[config.mk]
export PLATFORM = sky130hd
export DESIGN_NAME = ppwm_timer
export DESIGN_NICKNAME = d
export VERILOG_FILES = /design/src/verilog/ppwm_pkg.sv /design/src/verilog/ppwm_timer.sv
export SDC_FILE = /design/constraint.sdc
export NUM_CORES = 1
export LEC_CHECK = 0
export BUFFER_PORTS_ARGS = -buffer_cell sky130_fd_sc_hd__buf_2
export CORE_MARGIN = 5
export CORE_UTILIZATION = 45
export CTS_BUF_LIST = sky130_fd_sc_hd__clkbuf_4
export CTS_CLUSTER_DIAMETER = 100
export DETAILED_ROUTE_END_ITERATION = 10
export PLACE_DENSITY = 0.69
export SLEW_MARGIN = 15
export SYNTH_ARGS = -nofsm -noshare
export SYNTH_HDL_FRONTEND = slang
export SYNTH_SLANG_ARGS = --single-unit
[constraint.sdc]
create_clock -name pclk -period 6.35 [get_ports pclk]
set_input_delay 1.27 -clock pclk [delete_from_list [all_inputs] [get_ports pclk]]
set_output_delay 1.27 -clock pclk [all_outputs]
set_load 0.02 [all_outputs]
[src/verilog/ppwm_pkg.sv]
// Constants for the pulse period / width measurement timer
package ppwm_pkg;
    localparam int          CNT_W        = 16;
    // APB byte addresses
    localparam logic [7:0]  ADDR_CTRL    = 8'h00;
    localparam logic [7:0]  ADDR_MODE    = 8'h04;
    localparam logic [7:0]  ADDR_TIMER   = 8'h08;
    localparam logic [7:0]  ADDR_STATUS  = 8'h0C;
    localparam logic [7:0]  ADDR_IRQ_EN  = 8'h10;
    localparam logic [7:0]  ADDR_IRQ_CLR = 8'h14;
    // CTRL fields
    localparam int          CTRL_START   = 0;
    // MODE fields
    localparam int          MODE_MEAS    = 0;  // 0 period, 1 width
    localparam int          MODE_CSEL_LO = 4;
    localparam int          MODE_CSEL_HI = 5;
    localparam logic [5:0]  MODE_MASK    = 6'h31;
    // STATUS / IRQ fields
    localparam int          ST_EDGE      = 0;
    localparam int          ST_OVF_IRQ   = 1;
    localparam int          ST_MODE_CHG  = 2;
    localparam int          ST_OVF_FLAG  = 3;
    localparam int          ST_VALID     = 4;
    localparam int          IRQ_W        = 3;
    // Count source division ratios
    localparam logic [1:0]  CSEL_F1      = 2'h0;
    localparam logic [1:0]  CSEL_F8      = 2'h1;
    localparam logic [1:0]  CSEL_F32     = 2'h2;
    localparam logic [1:0]  CSEL_SUBCLOCK_DIV32    = 2'h3;
    localparam logic [4:0]  DIV8_LAST    = 5'h07;
    localparam logic [4:0]  DIV32_LAST   = 5'h1F;
    localparam logic [15:0] CNT_ZERO     = 16'h0000;
    localparam logic [15:0] CNT_MAX      = 16'hFFFF;
    typedef enum logic [1:0] {
        PPWM_IDLE  = 2'b00,
        PPWM_ARMED = 2'b01,
        PPWM_RUN   = 2'b11
    } ppwm_state_t;
endpackage

[src/verilog/ppwm_timer.sv]
// Pulse period / pulse width measurement timer with APB register access
// Function
// - Count up; each effective edge copies count to reload, restarts from zero.
// - Start flag 1 runs the counter, 0 halts it.
// - Each effective edge raises a request except the first after start.
// - Overflow raises request and sets flag; mode write while running clears it.
// - Timer register read returns reload register, not the running count.
// - Result invalid until the second effective edge after start.
// - Software writes to the timer register do nothing.
// - Changing measurement mode while running raises the timer request.
// - Two-bit source select: 00 f1, 01 f8, 10 f32, 11 subclock/32.
`timescale 1ns/100ps
module ppwm_timer (
    input  wire logic        pclk,
    input  wire logic        presetn,
    input  wire logic        psel,
    input  wire logic        penable,
    input  wire logic        pwrite,
    input  wire logic [7:0]  paddr,
    input  wire logic [31:0] pwdata,
    output logic      [31:0] prdata,
    output logic             pready,
    output logic             pslverr,
    input  wire logic        measure_pulse_input,
    input  wire logic        subclock_tick,
    output logic             irq
);
    localparam int W = ppwm_pkg::CNT_W;

    // Synchroniser and edge detect
    logic       sync1_r, sync2_r, prev_r;
    logic       sub1_r, sub2_r, subp_r;
    logic [2:0] sy_nxt;
    logic [2:0] su_nxt;
    // Registers
    logic       start_r, start_nxt;
    logic [5:0] mode_r, mode_nxt;
    logic [ppwm_pkg::IRQ_W-1:0] ien_r, ien_nxt;
    logic [ppwm_pkg::IRQ_W-1:0] ist_r, ist_nxt;
    logic       ovf_r, ovf_nxt;
    logic       valid_r, valid_nxt;
    logic [W-1:0] cnt_r, cnt_nxt, rld_r, rld_nxt;
    logic [4:0] pre_r, pre_nxt;
    ppwm_pkg::ppwm_state_t st_r, st_nxt;
    logic [31:0] prdata_nxt;
    logic        irq_nxt;
    logic        pready_nxt;
    logic        pslverr_nxt;

    logic wr, rd, edge_ev, tick, sub_ev, mapped;
    logic go_ev, ovf_ev, chg_ev;
    logic [7:0] wa;

    always_comb begin
        sy_nxt = {sync1_r, measure_pulse_input, sync2_r};
        su_nxt = {sub1_r, subclock_tick, sub2_r};
    end

    always_ff @(posedge pclk or negedge presetn) begin
        if (!presetn) begin
            sync1_r <= 1'b0;
            sync2_r <= 1'b0;
            prev_r  <= 1'b0;
            sub1_r  <= 1'b0;
            sub2_r  <= 1'b0;
            subp_r  <= 1'b0;
        end else begin
            sync1_r <= sy_nxt[1];
            sync2_r <= sy_nxt[2];
            prev_r  <= sy_nxt[0];
            sub1_r  <= su_nxt[1];
            sub2_r  <= su_nxt[2];
            subp_r  <= su_nxt[0];
        end
    end

    // Count source select field of a mode word
    function automatic logic [1:0] csel_of(input logic [5:0] mode);
        csel_of = mode[ppwm_pkg::MODE_CSEL_HI:ppwm_pkg::MODE_CSEL_LO];
    endfunction

    // One count step of the selected source; subclock path also needs its tick
    function automatic logic tick_of(input logic [1:0] csel,
                                     input logic [4:0] pre,
                                     input logic       sub);
        tick_of = 1'b0;
        unique case (csel)
            ppwm_pkg::CSEL_F1:   tick_of = 1'b1;
            ppwm_pkg::CSEL_F8:   tick_of = (pre[2:0] == ppwm_pkg::DIV8_LAST[2:0]);
            ppwm_pkg::CSEL_F32:  tick_of = (pre == ppwm_pkg::DIV32_LAST);
            ppwm_pkg::CSEL_SUBCLOCK_DIV32: tick_of = sub && (pre == ppwm_pkg::DIV32_LAST);
        endcase
    endfunction

    // Period mode takes rising edges only, width mode both
    function automatic logic edge_of(input logic width,
                                     input logic now,
                                     input logic was);
        edge_of = width ? (now ^ was) : (now && !was);
    endfunction

    // Word-aligned map; any other address is refused
    function automatic logic is_mapped(input logic [7:0] a);
        is_mapped = (a == ppwm_pkg::ADDR_CTRL)   || (a == ppwm_pkg::ADDR_MODE)
                 || (a == ppwm_pkg::ADDR_TIMER)  || (a == ppwm_pkg::ADDR_STATUS)
                 || (a == ppwm_pkg::ADDR_IRQ_EN) || (a == ppwm_pkg::ADDR_IRQ_CLR);
    endfunction

    // Write strobe of one register
    function automatic logic wr_to(input logic       w,
                                   input logic [7:0] a,
                                   input logic [7:0] reg_a);
        wr_to = w && (a == reg_a);
    endfunction

    // Bus decode and event detection
    always_comb begin
        wa      = paddr;
        // Write lands at the completing edge; read is sampled one edge earlier
        wr      = psel && penable && pwrite && pready;
        rd      = psel && penable && !pwrite && !pready;
        mapped  = is_mapped(wa);
        sub_ev  = sub2_r && !subp_r;
        // Synchronised pin, one capture per edge
        edge_ev = start_r && edge_of(mode_r[ppwm_pkg::MODE_MEAS], sync2_r, prev_r);
        tick    = tick_of(csel_of(mode_r), pre_r, sub_ev);
        go_ev   = wr_to(wr, wa, ppwm_pkg::ADDR_CTRL) && pwdata[ppwm_pkg::CTRL_START]
               && !start_r;
        // Edge wins over a tick in the same cycle
        ovf_ev  = start_r && tick && !edge_ev && (cnt_r == ppwm_pkg::CNT_MAX);
        chg_ev  = wr_to(wr, wa, ppwm_pkg::ADDR_MODE) && start_r
               && (pwdata[ppwm_pkg::MODE_MEAS] != mode_r[ppwm_pkg::MODE_MEAS]);
    end

    // Control group: start flag, mode, enables and arming state
    always_comb begin
        start_nxt = start_r;
        mode_nxt  = mode_r;
        ien_nxt   = ien_r;
        st_nxt    = st_r;
        if (wr_to(wr, wa, ppwm_pkg::ADDR_CTRL)) begin
            start_nxt = pwdata[ppwm_pkg::CTRL_START];
        end
        if (wr_to(wr, wa, ppwm_pkg::ADDR_MODE)) begin
            mode_nxt = pwdata[5:0] & ppwm_pkg::MODE_MASK;
        end
        if (wr_to(wr, wa, ppwm_pkg::ADDR_IRQ_EN)) begin
            ien_nxt = pwdata[ppwm_pkg::IRQ_W-1:0];
        end
        // Timer register writes decode to nothing
        unique case (st_r)
            ppwm_pkg::PPWM_IDLE: begin
                if (go_ev) begin
                    st_nxt = ppwm_pkg::PPWM_ARMED;
                end
            end
            ppwm_pkg::PPWM_ARMED: begin
                if (edge_ev) begin
                    st_nxt = ppwm_pkg::PPWM_RUN; // First edge raises no request
                end
            end
            ppwm_pkg::PPWM_RUN: begin
                st_nxt = st_r;
            end
            default: st_nxt = ppwm_pkg::PPWM_IDLE;
        endcase
        if (wr_to(wr, wa, ppwm_pkg::ADDR_CTRL) && !pwdata[ppwm_pkg::CTRL_START]) begin
            st_nxt = ppwm_pkg::PPWM_IDLE;
        end
    end

    always_ff @(posedge pclk or negedge presetn) begin
        if (!presetn) begin
            start_r <= 1'b0;
            mode_r  <= 6'h00;
            ien_r   <= '0;
            st_r    <= ppwm_pkg::PPWM_IDLE;
        end else begin
            start_r <= start_nxt;
            mode_r  <= mode_nxt;
            ien_r   <= ien_nxt;
            st_r    <= st_nxt;
        end
    end

    // Counter group: prescaler, up-counter and reload register
    always_comb begin
        cnt_nxt = cnt_r;
        rld_nxt = rld_r;
        pre_nxt = pre_r;
        // Prescaler idles at zero while stopped so each run starts on a fresh phase
        if (!start_r) begin
            pre_nxt = 5'h00;
        end else if (csel_of(mode_r) != ppwm_pkg::CSEL_SUBCLOCK_DIV32 || sub_ev) begin
            pre_nxt = pre_r + 5'h01;
        end
        if (go_ev) begin
            cnt_nxt = ppwm_pkg::CNT_ZERO;
        end
        if (edge_ev) begin
            rld_nxt = cnt_r;
            cnt_nxt = ppwm_pkg::CNT_ZERO;
            pre_nxt = 5'h00;
        end else if (start_r && tick) begin
            cnt_nxt = cnt_r + 16'h0001;
        end
    end

    always_ff @(posedge pclk or negedge presetn) begin
        if (!presetn) begin
            cnt_r <= ppwm_pkg::CNT_ZERO;
            rld_r <= ppwm_pkg::CNT_ZERO;
            pre_r <= 5'h00;
        end else begin
            cnt_r <= cnt_nxt;
            rld_r <= rld_nxt;
            pre_r <= pre_nxt;
        end
    end

    // Status group: sticky requests, overflow flag and result valid
    always_comb begin
        ist_nxt   = ist_r;
        ovf_nxt   = ovf_r;
        valid_nxt = valid_r;
        // Clears first so that a hardware set in the same cycle wins
        if (wr_to(wr, wa, ppwm_pkg::ADDR_IRQ_CLR)) begin
            ist_nxt = ist_r & ~pwdata[ppwm_pkg::IRQ_W-1:0];
        end
        if (wr_to(wr, wa, ppwm_pkg::ADDR_MODE) && start_r) begin
            ovf_nxt = 1'b0;
        end
        if (go_ev) begin
            valid_nxt = 1'b0;
        end
        if (chg_ev) begin
            ist_nxt[ppwm_pkg::ST_MODE_CHG] = 1'b1;
        end
        if (edge_ev && st_r == ppwm_pkg::PPWM_RUN) begin
            ist_nxt[ppwm_pkg::ST_EDGE] = 1'b1;
            valid_nxt = 1'b1;
        end
        if (ovf_ev) begin
            ovf_nxt = 1'b1;
            ist_nxt[ppwm_pkg::ST_OVF_IRQ] = 1'b1;
        end
        irq_nxt = |(ist_nxt & ien_nxt);
    end

    always_ff @(posedge pclk or negedge presetn) begin
        if (!presetn) begin
            ist_r   <= '0;
            ovf_r   <= 1'b0;
            valid_r <= 1'b0;
            irq     <= 1'b0;
        end else begin
            ist_r   <= ist_nxt;
            ovf_r   <= ovf_nxt;
            valid_r <= valid_nxt;
            irq     <= irq_nxt;
        end
    end

    // Bus group: one wait state, then the answer stands for a single cycle
    always_comb begin
        prdata_nxt  = 32'h0000_0000;
        pready_nxt  = psel && penable && !pready;
        pslverr_nxt = psel && penable && !pready && !mapped;
        if (rd) begin
            unique case (wa)
                ppwm_pkg::ADDR_CTRL:   prdata_nxt = {31'h0, start_r};
                ppwm_pkg::ADDR_MODE:   prdata_nxt = {26'h0, mode_r};
                ppwm_pkg::ADDR_TIMER:  prdata_nxt = {16'h0, rld_r};
                ppwm_pkg::ADDR_STATUS: prdata_nxt = {27'h0, valid_r, ovf_r, ist_r};
                ppwm_pkg::ADDR_IRQ_EN: prdata_nxt = {29'h0, ien_r};
                default:               prdata_nxt = 32'h0000_0000;
            endcase
        end
    end

    always_ff @(posedge pclk or negedge presetn) begin
        if (!presetn) begin
            prdata  <= 32'h0000_0000;
            pready  <= 1'b0;
            pslverr <= 1'b0;
        end else begin
            prdata  <= prdata_nxt;
            pready  <= pready_nxt;
            pslverr <= pslverr_nxt;
        end
    end
endmodule

==> impl_metrics.env, run 1 <==
export IMPL_antenna_left=0
export IMPL_grt_use_met3=0.03857
export IMPL_area_growth_syn_to_layout_pct=10.71
export IMPL_ctsHoldBuffers=0
export IMPL_grt_max_degree=77
export IMPL_reg2reg_from="pre_r[0]"
export IMPL_cp_startpoint="paddr[1]"
export IMPL_root_buffer="clkbuf_4"
export IMPL_netlist_area_leader_share=0.5481
export IMPL_fin_cells=488
export IMPL_peakVddDrop_mv=0.1020
export IMPL_max_freq_mhz=341.0
export IMPL_n_antenna_cell=0
export IMPL_hp_start="sub1_r"
export IMPL_path_clk_slew_ns=0.12
export IMPL_p_leak_nw=1.901
export IMPL_power_density_mw_per_mm2=229.6
export IMPL_crit_slowest_cell="or4_4"
export IMPL_dp_cells=473
export IMPL_cts_resized=0
export IMPL_cts_tree="built"
export IMPL_ys_types=52
export IMPL_drt_vias_per_instance=5.365
export IMPL_grtUsageTotal=0.1531
export IMPL_start_kind="primary input"
export IMPL_yosys_top_cells_area="dfrtp_1, nand2_1, buf_4, nand3_1, and3_1"
export IMPL_synth_flop_cell="dfrtp_1"
export IMPL_crit_type="primary input to register"
export IMPL_required_ns=6.66
export IMPL_die_height_um=97.81
export IMPL_end_kind="register"
export IMPL_drtIter0Drc=134
export IMPL_p_sw_frac=0.2436
export IMPL_die_area_sq_mm=0.009566
export IMPL_dieWidth_um=97.81
export IMPL_grt_pass1_wl_um=11920
export IMPL_final_common_cell="dfrtp_1"
export IMPL_cts_buffers=9
export IMPL_syn_instance_count=343
export IMPL_top_usage_layer="met2"
export IMPL_synth_area_sq_mm=0.003470
export IMPL_path_delay_family="simple AND/OR/NAND/NOR gates"
export IMPL_gp_congestion=0.8124
export IMPL_fin_util=0.5049
export IMPL_synth_edf_count=0
export IMPL_cp_slowest_stage_delay_ns=0.56
export IMPL_final_hold_violation_count=0
export IMPL_row_count=32
export IMPL_power_switching_mw=0.2149
export IMPL_internal_power_mw=0.6672
export IMPL_grt_remaining_overflow=0
export IMPL_max_slew_margin=0.3786
export IMPL_seqPwrFrac=0.579
export IMPL_start_util=0.4561
export IMPL_worstMarginPinSlew_ns=0.9321
export IMPL_syn_area_per_cell_sq_um=10.12
export IMPL_detail_route_wirelength_um=6975
export IMPL_h_tree_depth=3
export IMPL_tns_ns=0
export IMPL_antenna_found_initial=0
export IMPL_clockPowerShare=0.361
export IMPL_fin_crit_sh=0.4618
export IMPL_dr_pass1_iters=4
export IMPL_grt_pass1_vias=2551
export IMPL_layout_min_cycle_time_ns=2.933
export IMPL_met1_usage=0.2046
export IMPL_postCtsSetupBuffers=0
export IMPL_yosys_warnings=0
export IMPL_pin_count=82
export IMPL_wire_per_inst_um=14.29
export IMPL_combPwrFrac=0.060
export IMPL_drv_cap=0
export IMPL_met2_usage=0.2393
export IMPL_core_area_sq_mm=0.007607
export IMPL_setup_viol=0
export IMPL_arrival_ns=3.24
export IMPL_drc_errors=0
export IMPL_critical_path_cell_chain="buf_2 -> or4_4 -> nor4_2 -> o22ai_1 -> a221o_1"
export IMPL_nets=434
export IMPL_yosys_area_top_type="dfrtp_1"
export IMPL_dp_hpwl_um=4837
export IMPL_clock_latency_ns=0.41
export IMPL_clock_sinks=76
export IMPL_via_count=2618
export IMPL_port_buffers=38
export IMPL_grt_setup_unrepaired="false"
export IMPL_ys_ff_latch=76
export IMPL_clock_path_buffers=2
export IMPL_layout_common_cells="dfrtp_1, nand2_1, buf_2"
export IMPL_slew_violations=0
export IMPL_drive_gt1_frac=0.1788
export IMPL_cp_max_fo=9
export IMPL_synthArstFlopShare=1.000
export IMPL_yosysSeqAreaShare=0.5481
export IMPL_run_status="finished clean"
export IMPL_worst_path_buf_inv=1
export IMPL_hold_path_class="register to register"
export IMPL_skew_ns=0.01555
cell families after synthesis:
group / after synthesis / synth area share
AO/OA/AOI/OAI: 59 / 0.1187
XOR/XNOR: 3 / 0.007574
adder cells (fa/ha/maj): 5 / 0.01803
buffers and inverters: 34 / 0.05590
flip-flops: 76 / 0.5481
multiplexers: 7 / 0.02272
other: 1 / 0.001081
AND/OR/NAND/NOR: 158 / 0.2279
worst reg2reg max path: stages (launching register included):
cell	delay, ns
dfrtp_1	0.40
ha_1	0.18
and3_1	0.16
ha_1	0.14
inv_1	0.05
a32o_1	0.30
nor2_2	0.64
nand3_1	0.17
o311ai_0	0.33
power groups by stage:
stage          sequential [mW]  clock, mW  combinational, mW
6_report                 0.511      0.318             0.0532
5_1_grt                  0.513      0.350             0.0606
4_1_cts                  0.510      0.329             0.0537
3_5_place_dp             0.520          0             0.0535
3_3_place_gp             0.519          0             0.0519
2_1_floorplan            0.516          0             0.0394
path summary, 6_finish.rpt:
path / slack (ns) / cells past startpoint / end
hold / removal: 0.37 / 0 / sub2_r
setup reg to reg: 3.87 / 8 / cnt_r[11]
hold reg to reg: 0.37 / 0 / sub2_r
min in group asynchronous: 1.07 / 2 / ien_r[2]
setup / recovery: 3.42 / 5 / cnt_r[12]
max in group asynchronous: 4.68 / 2 / cnt_r[6]
area by class of cell:
| type | count | area (sq um) |
|---|---|---|
| multi-input cells | 248 | 1433 |
| inverters | 7 | 26.28 |
| repair buffers | 40 | 205.2 |
| flip-flops and latches | 76 | 1902 |
| clock buffers | 9 | 67.56 |
| fillers | 715 | 3766 |
| well taps | 102 | 127.6 |
| clock inverters | 6 | 80.08 |
Yosys cell counts, drive strengths merged, types with 2 or more instances:
cell type   n
nand3      19
a222oi      2
a22o        2
or4         4
or4b        2
ha          5
inv         7
nand3b      2
and3b       2
a221o       2
and2        3
mux2        4
clkbuf      8
and3       14
buf        19
xnor2       2
a32o        4
a31oi       7
mux2i       3
nand4       6
nor2       21
nand2      70
a21oi      14
o21ai      10
o311ai      2
a22oi       3
o22a        2
nor3        6
or3         5
dfrtp      76
sequential cells by signal, indices dropped and copies added, names as in the netlist, 2 cells and up:
name,count
cnt_r,16
ien_r,3
ist_r,3
mode_r,3
prdata,16
pre_r,5
rld_r,16
st_r,2
routing by layer:
metal	share of wire	wire length (um)	up-vias
met4	0.012	82	0
li1	-	-	1269
met3	0.060	420	9
met5	0	0	-
met2	0.47	3271	70
met1	0.46	3201	1270
stage by stage:
| step | power [mW] | worst slack, ns | hold WS [ns] | area (sq um) |
|---|---|---|---|---|
| floorplan | 0.5549 | 3.365 | 0.3312 | 3526 |
| finish | 0.8821 | 3.417 | 0.3664 | 3841 |
| global placement | 0.5708 | 3.010 | 0.3323 | 3691 |
| detailed placement | 0.5732 | 2.991 | 0.3355 | 3691 |
| CTS | 0.8931 | 3.462 | 0.3727 | 3839 |
| global route | 0.9240 | 3.391 | 0.3754 | 3841 |
Power figures use the tool's default switching activity.
==> inputs of run 2 (changes only) <==
==> constraint.sdc (replaced) <==
create_clock -name pclk -period 3.1 [get_ports pclk]
set_input_delay 0.62 -clock pclk [delete_from_list [all_inputs] [get_ports pclk]]
set_output_delay 0.62 -clock pclk [all_outputs]
set_load 0.02 [all_outputs]
==> impl_metrics.env, run 2 (synthesis gave the netlist of run 1 again) <==
export IMPL_start_util=0.4561
export IMPL_postCtsSetupBuffers=0
export IMPL_end_kind="register"
export IMPL_cp_startpoint="pre_r[0]"
export IMPL_skew_ns=0.01233
export IMPL_final_common_cell="dfrtp_1"
export IMPL_top_regs="cnt_r x16, prdata x16, rld_r x16"
export IMPL_dp_hpwl_um=5009
export IMPL_rr_endpoint="irq"
export IMPL_reg2reg_from="pre_r[0]"
export IMPL_dieWidth_um=97.81
export IMPL_start_kind="register"
export IMPL_max_freq_mhz=422.2
export IMPL_drtIter0Drc=149
export IMPL_die_area_sq_mm=0.009566
export IMPL_cts_tree="built"
export IMPL_path_clk_slew_ns=0.12
export IMPL_internal_power_mw=1.369
export IMPL_setup_viol=0
export IMPL_grtUsageTotal=0.1609
export IMPL_required_ns=3.41
export IMPL_fin_crit_sh=0.7641
export IMPL_layout_common_cells="dfrtp_1, nand2_1, buf_2"
export IMPL_h_tree_depth=3
export IMPL_final_hold_violation_count=0
export IMPL_power_density_mw_per_mm2=468.6
export IMPL_worstMarginPinSlew_ns=0.8919
export IMPL_antenna_found_initial=0
export IMPL_seqPwrFrac=0.577
export IMPL_p_leak_nw=1.922
export IMPL_cp_max_fo=6
export IMPL_grt_setup_unrepaired="false"
export IMPL_drive_gt1_frac=0.1799
export IMPL_area_growth_syn_to_layout_pct=11.47
export IMPL_core_area_sq_mm=0.007607
export IMPL_drc_errors=0
export IMPL_reg2reg_slack_ns=0.73
export IMPL_total_power_mw=1.812
export IMPL_nets=436
export IMPL_drv_cap=0
export IMPL_combPwrFrac=0.061
export IMPL_detail_route_wirelength_um=7051
export IMPL_grt_pass1_wl_um=12540
export IMPL_clock_latency_ns=0.42
export IMPL_grt_pass1_vias=2635
export IMPL_pin_count=82
export IMPL_peakVddDrop_mv=0.1967
export IMPL_clock_sinks=76
export IMPL_slew_violations=0
export IMPL_arrival_ns=2.68
export IMPL_gp_congestion=0.8060
export IMPL_port_buffers=38
export IMPL_grt_max_degree=43
export IMPL_layout_min_cycle_time_ns=2.369
export IMPL_rr_worst_depth=9
export IMPL_run_status="finished clean"
export IMPL_clockPowerShare=0.361
export IMPL_power_switching_mw=0.4436
export IMPL_cts_buffers=9
export IMPL_p_sw_frac=0.2448
export IMPL_ctsHoldBuffers=0
export IMPL_row_count=32
export IMPL_tns_ns=0
export IMPL_root_buffer="clkbuf_4"
export IMPL_clock_path_buffers=2
export IMPL_via_count=2634
export IMPL_die_height_um=97.81
export IMPL_wire_per_inst_um=14.36
export IMPL_grt_remaining_overflow=0
export IMPL_max_slew_margin=0.4054
export IMPL_hold_path_class="primary input to async pin"
export IMPL_cts_resized=0
export IMPL_dr_pass1_iters=4
export IMPL_drt_vias_per_instance=5.365
export IMPL_crit_type="register to register"
export IMPL_n_fill_cell=733
export IMPL_n_antenna_cell=0
export IMPL_antenna_left=0
export IMPL_crit_end="irq"
run 2: cell types whose count changed in the layout (fill, tap and decap cells not counted):
cell	before	now
buf_12	0	1
buf_4	2	3
clkinv_1	2	3
clkinv_2	1	2
clkinvlp_4	1	0
nor2_1	20	21
nor2_2	1	0
run 2: power groups by stage:
stage	logic, mW	registers (mW)	clock network (mW)
2_1_floorplan	0.0806	1.06	0
3_3_place_gp	0.109	1.06	0
3_5_place_dp	0.112	1.07	0
4_1_cts	0.113	1.05	0.674
5_1_grt	0.128	1.05	0.720
6_report	0.111	1.05	0.655
run 2: worst min path at each step:
stage | startpoint | to
after global routing | measure_pulse_input | sync1_r
after floorplan | presetn | cnt_r[0]
after global placement | sync1_r | sync2_r
after detailed placement | sync1_r | sync2_r
after CTS | presetn | pslverr
final | presetn | pslverr
run 2: cell type report:
cell class	instances	area [sq um]	share of cell area
timing repair buffer	42	232.7	0.06017
inverter	7	26.28	0.006794
clock buffer	9	67.56	0.01747
tap	102	127.6	0.03300
multi-input combinational	248	1430	0.3698
sequential	76	1902	0.4917
clock inverter	7	81.33	0.02103
run 2: worst max-delay path, cell delays in order, from the launching register on:
cell and delay (ns):
dfrtp_1 0.42, ha_1 0.22, and3_1 0.19, ha_1 0.18, inv_1 0.07, a32o_1 0.30
nor3_1 0.09, buf_4 0.17, a32o_1 0.27, a221o_1 0.36
run 2: stage by stage:
stage	hold WS, ns	area, sq um	util	setup WS [ns]	instances
detailed placement	0.3347	3719	0.4888	0.3854	475
floorplan	0.3244	3526	-	0.7655	358
global placement	0.3322	3719	0.4888	0.3931	475
CTS	0.2660	3867	0.5084	0.7221	491
finish	0.2560	3867	0.5084	0.7313	491
global route	0.2741	3867	0.5084	0.6241	491
run 2: per-layer routing:
metal / vias up / GRT usage / share of wire
li1: 1273 / - / -
met1: 1273 / 0.2231 / 0.45
met2: 80 / 0.2462 / 0.47
met3: 8 / 0.03857 / 0.060
met4: 0 / 0.06070 / 0.015
met5: - / 0 / 0
